--- src/stdc_pkg.sv ---
package stdc_pkg;

    // ****************************************
    // Widths and field layout
    // ****************************************
    localparam int          STDC_CNT_W       = 24;
    localparam logic [23:0] STDC_RELOAD_MAX  = 24'hffffff;
    localparam logic [23:0] STDC_CNT_ZERO    = 24'h000000;
    localparam int          STDC_CSR_W       = 32;
    localparam int          STDC_EN_POS      = 0;
    localparam int          STDC_TICKIE_POS  = 1;
    localparam int          STDC_CLKSEL_POS  = 2;
    localparam int          STDC_FLAG_POS    = 16;
    localparam logic [31:0] STDC_CSR_RESET   = 32'h00000000;
    localparam int          STDC_SYNC_STAGES = 3;

    // ****************************************
    // Control carrier
    // ****************************************
    typedef struct packed {
        logic tick_clock_select;
        logic tick_irq_enable;
        logic enable;
    } stdc_ctrl_type;

endpackage : stdc_pkg

--- src/stdc_edge_sync.sv ---
`timescale 1ns/1ps

module stdc_edge_sync
    import stdc_pkg::*;
(
    input  wire logic clk_i,
    input  wire logic rst_i,
    input  wire logic async_i,
    output logic      rise_o
);

    // ****************************************
    // Three-stage synchroniser
    // ****************************************
    logic [STDC_SYNC_STAGES-1:0] sync_reg;
    logic                        level_reg;
    wire                         agree = (sync_reg[1] == sync_reg[2]);

    always_ff @(posedge clk_i) begin
        if (rst_i) begin
            sync_reg  <= '0;
            level_reg <= 1'b0;
            rise_o    <= 1'b0;
        end else begin
            sync_reg <= {sync_reg[1:0], async_i};
            // Only stages two and three vote, stage one stays private
            if (agree) begin
                level_reg <= sync_reg[2];
            end
            rise_o <= agree & sync_reg[2] & ~level_reg;
        end
    end

endmodule : stdc_edge_sync

--- src/stdc_timer.sv ---
`timescale 1ns/1ps
// Summary of operation
// - 24-bit down counter wrapping back to the reload value after zero.
// - Enabled: counts to zero, reloads next step, continues decrementing.
// - Reload of zero stops counting at the next wrap.
// - Reaching zero sets the sticky wrap-seen flag.
// - Reading control/status returns the flag, then clears it.
// - Any write to current value clears counter and flag.
// - Clearing by that write raises no interrupt.
// - Current value read returns the counter as of that cycle.
// - Debug halt freezes the counter.
// - Steps on core clock or external reference clock edges.
// - Control/status holds clock select, enable, interrupt enable, status.
// - No calibration register exists.
// - Enable one: load, count, flag, reload repeatedly; zero stops.
// - Interrupt enable one: reaching zero pends the tick exception.
// - Reload accepts 1 to 0xffffff, period reload plus one.
// - Reset clears control/status to zero.

module stdc_timer
    import stdc_pkg::*;
#(
    parameter int CNT_W = STDC_CNT_W
) (
    input  wire logic                  clk_i,
    input  wire logic                  rst_i,
    input  wire logic                  csr_wr_i,
    input  wire logic [STDC_CSR_W-1:0] csr_wdata_i,
    input  wire logic                  csr_rd_i,
    input  wire logic                  reload_wr_i,
    input  wire logic [CNT_W-1:0]      reload_wdata_i,
    input  wire logic                  cur_wr_i,
    input  wire logic                  cur_rd_i,
    input  wire logic                  debug_halt_i,
    input  wire logic                  ext_ref_clk_i,
    output logic [STDC_CSR_W-1:0]      csr_rdata_o,
    output logic [CNT_W-1:0]           reload_o,
    output logic [CNT_W-1:0]           cur_rdata_o,
    output logic                       wrap_seen_flag_o,
    output logic                       tick_irq_o
);

    // ****************************************
    // Elaboration check
    // ****************************************
    if (CNT_W != STDC_CNT_W) begin : g_bad_width
        $error("stdc_timer: counter width fixed by register layout");
    end

    // Every control and status field must land inside the register word
    if (STDC_FLAG_POS >= STDC_CSR_W || STDC_CLKSEL_POS >= STDC_CSR_W ||
        STDC_TICKIE_POS >= STDC_CSR_W || STDC_EN_POS >= STDC_CSR_W) begin : g_bad_layout
        $error("stdc_timer: status field outside the register word");
    end

    if (STDC_SYNC_STAGES != 3) begin : g_bad_sync
        $error("stdc_timer: synchroniser is built for three stages");
    end

    // ****************************************
    // Field decoding
    // ****************************************
    // Reset and software writes share one unpacking of the control bits
    function automatic stdc_ctrl_type ctrl_from_word(input logic [STDC_CSR_W-1:0] word);
        stdc_ctrl_type ctrl;
        ctrl.enable            = word[STDC_EN_POS];
        ctrl.tick_irq_enable   = word[STDC_TICKIE_POS];
        ctrl.tick_clock_select = word[STDC_CLKSEL_POS];
        return ctrl;
    endfunction : ctrl_from_word

    // ****************************************
    // State
    // ****************************************
    stdc_ctrl_type    ctrl_reg;
    logic             flag_reg;
    logic [CNT_W-1:0] count_reg;
    logic [CNT_W-1:0] reload_reg;
    logic             ext_rise;

    // ****************************************
    // Reference clock selection
    // ****************************************
    stdc_edge_sync u_ext_sync (
        .clk_i   (clk_i),
        .rst_i   (rst_i),
        .async_i (ext_ref_clk_i),
        .rise_o  (ext_rise)
    );

    // Select one: core clock; zero: external edges
    wire ref_step = ctrl_reg.tick_clock_select ? 1'b1 : ext_rise;
    wire step     = ctrl_reg.enable & ref_step & ~debug_halt_i;
    wire at_zero  = (count_reg == STDC_CNT_ZERO);

    // ****************************************
    // Counter next value
    // ****************************************
    // A zero reload idles at zero with no further events
    wire reach_zero = step & ~cur_wr_i & (count_reg == CNT_W'(1));
    wire do_wrap    = step & ~cur_wr_i & at_zero;

    wire [CNT_W-1:0] count_next =
        cur_wr_i   ? STDC_CNT_ZERO :
        do_wrap    ? reload_reg :
        (step & ~at_zero) ? count_reg - CNT_W'(1) :
        count_reg;

    // ****************************************
    // Wrap-seen flag
    // ****************************************
    // Set wins over the read clear; write clear wins since it zeroes too
    wire flag_next = cur_wr_i ? 1'b0 :
                     reach_zero ? 1'b1 :
                     csr_rd_i ? 1'b0 : flag_reg;

    // ****************************************
    // Status word
    // ****************************************
    // Reserved bits read as zero so read-modify-write by software stays harmless
    wire logic [STDC_CSR_W-1:0] csr_view;
    for (genvar b = 0; b < STDC_CSR_W; b++) begin : g_csr_bit
        if (b == STDC_FLAG_POS) begin : g_flag
            assign csr_view[b] = flag_reg;
        end else if (b == STDC_CLKSEL_POS) begin : g_clksel
            assign csr_view[b] = ctrl_reg.tick_clock_select;
        end else if (b == STDC_TICKIE_POS) begin : g_tickie
            assign csr_view[b] = ctrl_reg.tick_irq_enable;
        end else if (b == STDC_EN_POS) begin : g_en
            assign csr_view[b] = ctrl_reg.enable;
        end else begin : g_rsvd
            assign csr_view[b] = 1'b0;
        end
    end

    // ****************************************
    // Registers
    // ****************************************
    always_ff @(posedge clk_i) begin
        if (rst_i) begin
            ctrl_reg <= ctrl_from_word(STDC_CSR_RESET);
        end else if (csr_wr_i) begin
            ctrl_reg <= ctrl_from_word(csr_wdata_i);
        end
    end

    always_ff @(posedge clk_i) begin
        if (rst_i) begin
            reload_reg <= STDC_CNT_ZERO;
        end else if (reload_wr_i) begin
            reload_reg <= reload_wdata_i & STDC_RELOAD_MAX;
        end
    end

    // Flag and counter update every clock; the next-value logic owns the priorities
    always_ff @(posedge clk_i) begin
        if (rst_i) begin
            flag_reg <= 1'b0;
        end else begin
            flag_reg <= flag_next;
        end
    end

    always_ff @(posedge clk_i) begin
        if (rst_i) begin
            count_reg <= STDC_CNT_ZERO;
        end else begin
            count_reg <= count_next;
        end
    end

    // ****************************************
    // Read data and event outputs
    // ****************************************
    wire irq_event = reach_zero & ctrl_reg.tick_irq_enable;

    // Read data registered from the accessed cycle's state, held until the next read
    always_ff @(posedge clk_i) begin
        if (rst_i) begin
            csr_rdata_o <= STDC_CSR_RESET;
        end else if (csr_rd_i) begin
            csr_rdata_o <= csr_view;
        end
    end

    always_ff @(posedge clk_i) begin
        if (rst_i) begin
            cur_rdata_o <= STDC_CNT_ZERO;
        end else if (cur_rd_i) begin
            cur_rdata_o <= count_reg;
        end
    end

    always_ff @(posedge clk_i) begin
        if (rst_i) begin
            reload_o <= STDC_CNT_ZERO;
        end else begin
            reload_o <= reload_reg;
        end
    end

    // Flag output follows the next value so it lines up with the internal flag
    always_ff @(posedge clk_i) begin
        if (rst_i) begin
            wrap_seen_flag_o <= 1'b0;
        end else begin
            wrap_seen_flag_o <= flag_next;
        end
    end

    // One-cycle pulse; a clearing write never reaches it since reach_zero excludes it
    always_ff @(posedge clk_i) begin
        if (rst_i) begin
            tick_irq_o <= 1'b0;
        end else begin
            tick_irq_o <= irq_event;
        end
    end

    // No calibration register port exists

endmodule : stdc_timer

--- config.mk ---
export PLATFORM = sky130hd
export DESIGN_NAME = stdc_timer
export DESIGN_NICKNAME = d
export VERILOG_FILES = /design/src/stdc_pkg.sv /design/src/stdc_edge_sync.sv /design/src/stdc_timer.sv
export SDC_FILE = /design/constraint.sdc
export NUM_CORES = 1
export LEC_CHECK = 0
export ABC_AREA = 1
export ABC_CLOCK_PERIOD_IN_PS = 1590
export BUFFER_PORTS_ARGS = -buffer_cell sky130_fd_sc_hd__buf_2
export CORE_MARGIN = 2
export CORE_UTILIZATION = 30
export CTS_BUF_LIST = sky130_fd_sc_hd__clkbuf_2 sky130_fd_sc_hd__clkbuf_4 sky130_fd_sc_hd__clkbuf_8
export DETAILED_ROUTE_END_ITERATION = 8
export PLACE_DENSITY_LB_ADDON = 0.15
export SETUP_SLACK_MARGIN = 0.4
export SLEW_MARGIN = 30
export SYNTH_ARGS = -nofsm -noshare
export SYNTH_HDL_FRONTEND = slang
export SYNTH_SLANG_ARGS = --single-unit
--- constraint.sdc ---
create_clock -name clk_i -period 1.59 [get_ports clk_i]
set_input_delay 0 -clock clk_i [delete_from_list [all_inputs] [get_ports clk_i]]
set_output_delay 0 -clock clk_i [all_outputs]
set_load 0.02 [all_outputs]
==> results.json <==
{
  "netlist_instances": 646,
  "cts_root_buffer": "clkbuf_8",
  "ys_seq_area_frac": 0.457,
  "die_w_um": 131,
  "clk_latency_ns": 0.40,
  "fin_skew_ns": 0.0101,
  "arrival_ns": 1.92,
  "routabilityCongestion": 0.864,
  "drive_gt1_frac": 0.367,
  "gr-usage-met3": 0.0358,
  "area_growth_pct": 46.3,
  "ys_types": 29,
  "start_util": 0.305,
  "ant_nets": 0,
  "drc": 0,
  "layout_setup_ws_ns": -0.00908,
  "power_density_nw_per_um2": 813,
  "violations": "negative setup slack",
  "slew-limit-headroom": 0.534,
  "multi_input_area_um2": 2430,
  "top_usage_layer": "met2",
  "fp.dieH_um": 131,
  "path_class": "reg2reg",
  "num_antenna_cells": 0,
  "finalSetupViolCount": 4,
  "dr.pass1.iters": 4,
  "max-cap-violations": 0,
  "slew_viol_final": 0,
  "grt_overflow": 0,
  "status": "finished, violations left",
  "tightest_slew_ns": 0.698,
  "dp.cells": 1002,
  "h-tree-depth": 3,
  "fin_crit_sh": 1.01,
  "cts_tree": "yes",
  "wl_per_cell_um": 13.2,
  "use_met2": 0.299,
  "layout.cells.non_filler": 1065,
  "ys_ff_latch": 110,
  "syn_area_per_cell_um2": 7.45,
  "rsz0062_at_grt": "true",
  "path_clk_slew_ns": 0.11,
  "ir_worst_vdd_v": 0.000472,
  "use_met1": 0.189,
  "end_kind": "register",
  "first_global_vias": 4612,
  "crit_path_start_kind": "register",
  "crit_fanout": 5,
  "grt_use_total": 0.166,
  "period_needed_ns": 1.60,
  "fin_nets": 913,
  "ys_top_cells_by_area": "dfxtp_1, nand2_1, o21ai_0",
  "coreArea_um2": 15800,
  "design_area_um2": 7040,
  "ff_latch_area_um2": 2230,
  "fmax_mhz": 625,
  "wirelength_um": 14000,
  "place_ws_ns": -0.153,
  "finalSetupTns_ns": -0.0234,
  "dp_hpwl_um": 10100,
  "hp-class": "in2reg",
  "pin_count": 147,
  "place_area_um2": 6010,
  "dr.first_iter.drc_count": 133,
  "grt_max_degree": 58,
  "finalHoldViolations": 0,
  "utilization": 0.447,
  "yosys.area.top_type": "dfxtp_1",
  "num_rows": 46,
  "critical_path_required_ns": 1.91,
  "numCtsBuffers": 9,
  "routed_via_density": 4.40,
  "synth_warnings": 0,
  "antenna_found_initial": 0,
  "routed-via-count": 4681,
  "fill_cells": 1660,
  "syn-cell-area_um2": 4810,
  "die_area_um2": 17100,
  "yosysTopAreaCellShare": 0.457,
  "port_buffers": 89,
  "p_leak_nw": 3.44,
  "clock-sinks": 110,
  "grt_pass1_wl_um": 21800,
  "clockBufferDepth": 2
}
## report_power, final
part           switching [W]  internal, W
clock               0.000993     0.000938
sequential         0.0000476      0.00287
combinational       0.000530     0.000348
total                0.00157      0.00416
## synth_stat cells
cell and count:
buf_1 2, buf_12 1, nand4_1 7, o211ai_2 5
o21ai_1 1, o21ai_0 76, a21oi_2 7, nand3_2 1
xor2_1 7, conb_1 1, inv_1 79, nand2_1 122
nor3_1 2, nand2_4 1, ha_1 4, nand2_2 2
a21oi_1 66, buf_2 2, dfxtp_1 110, nand3_1 24
clkbuf_1 19, nand4_2 2, nor2_4 3, nor2_1 62
inv_6 1, buf_6 2, inv_2 1, nor2_2 8
buf_4 28
## layer usage
metal,wire [um],vias to the layer above
met2,7350,92
met3,580,21
met4,325,0
li1,-,2396
met1,5770,2172
met5,0,-
## per-stage QoR
stage          hold WS, ns  total power [W]
2_1_floorplan       0.0900          0.00350
3_3_place_gp         0.203          0.00372
3_5_place_dp         0.214          0.00373
4_1_cts           0.000930          0.00576
5_1_grt              0.109          0.00601
6_report             0.107          0.00573
## layout by cell type (no fill, tap or decap), types with 3 or more instances in the layout
cell type / Yosys / routed
xor2_1: 7 / 6
inv_1: 79 / 77
dfxtp_2: 0 / 11
nand2_1: 122 / 90
nor2_4: 3 / 16
dlygate4sd3_1: 0 / 32
nand2_2: 2 / 30
nand2_4: 1 / 4
nand3_2: 1 / 7
nand3_1: 24 / 15
buf_2: 2 / 89
o21ai_2: 0 / 5
o211ai_2: 5 / 5
dfxtp_1: 110 / 96
nand3_4: 0 / 3
buf_6: 2 / 11
o21ai_1: 1 / 9
nor2_1: 62 / 49
inv_4: 0 / 3
clkbuf_8: 0 / 10
conb_1: 1 / 28
nor2_2: 8 / 8
nand4_1: 7 / 7
o21ai_0: 76 / 63
buf_12: 1 / 4
buf_4: 28 / 77
a21oi_1: 66 / 63
a21oi_2: 7 / 10
dfxtp_4: 0 / 3
## path summary, 6_finish.rpt
path	depth (start not counted)	slack (ns)	to	from
worst max register to register	12	-0.009	count_reg[13]	count_reg[1]
worst min register to register	1	0.42	u_ext_sync.rise_o	u_ext_sync.level_reg
worst min-delay path	5	0.11	count_reg[10]	cur_wr_i
worst max-delay path	12	-0.009	count_reg[13]	count_reg[1]
## worst max-delay path, stage by stage, from the launching register on
cell and delay [ns]:
dfxtp_4 0.37, inv_4 0.07, ha_4 0.13, nand2_4 0.04, nor2_4 0.15, nand3_4 0.11
buf_6 0.13, nor2_4 0.08, buf_6 0.12, nand2_1 0.05, nand2_1 0.06, nand2_1 0.06
a21oi_2 0.14
## what timing repair did
action | in CTS | in global routing
endpoints found under the setup margin | 26 | 26
buffers inserted | 3 | 10
gates resized for setup | 42 | 71
cloned | 1 | 1
pin swaps | 9 | 31
hold buffers | 32 | 0
endpoints found under the hold margin | 36 | 0
## area by class of cell
| type | count | area share |
|---|---|---|
| tap | 216 | 0.0384 |
| clock buffer | 10 | 0.0195 |
| timing repair buffer | 214 | 0.222 |
| clock inverter | 6 | 0.0131 |
| sequential | 110 | 0.316 |
| multi-input combinational | 428 | 0.346 |
| inverter | 81 | 0.0453 |
## cells by family (layout without fill, tap and decap cells)
| family | Yosys count | count (layout) | share of synthesized area |
|---|---|---|---|
| xor gates and xnor gates | 7 | 7 | 0.0127 |
| buffers and inverters | 135 | 311 | 0.135 |
| and+or+nand+nor | 234 | 234 | 0.209 |
| AOI/OAI and AO/OA | 155 | 155 | 0.174 |
| DFF | 110 | 110 | 0.457 |
| adders and majority gates | 4 | 4 | 0.0104 |
| other | 1 | 28 | 0.000779 |
(Power assumes the default switching activity.)
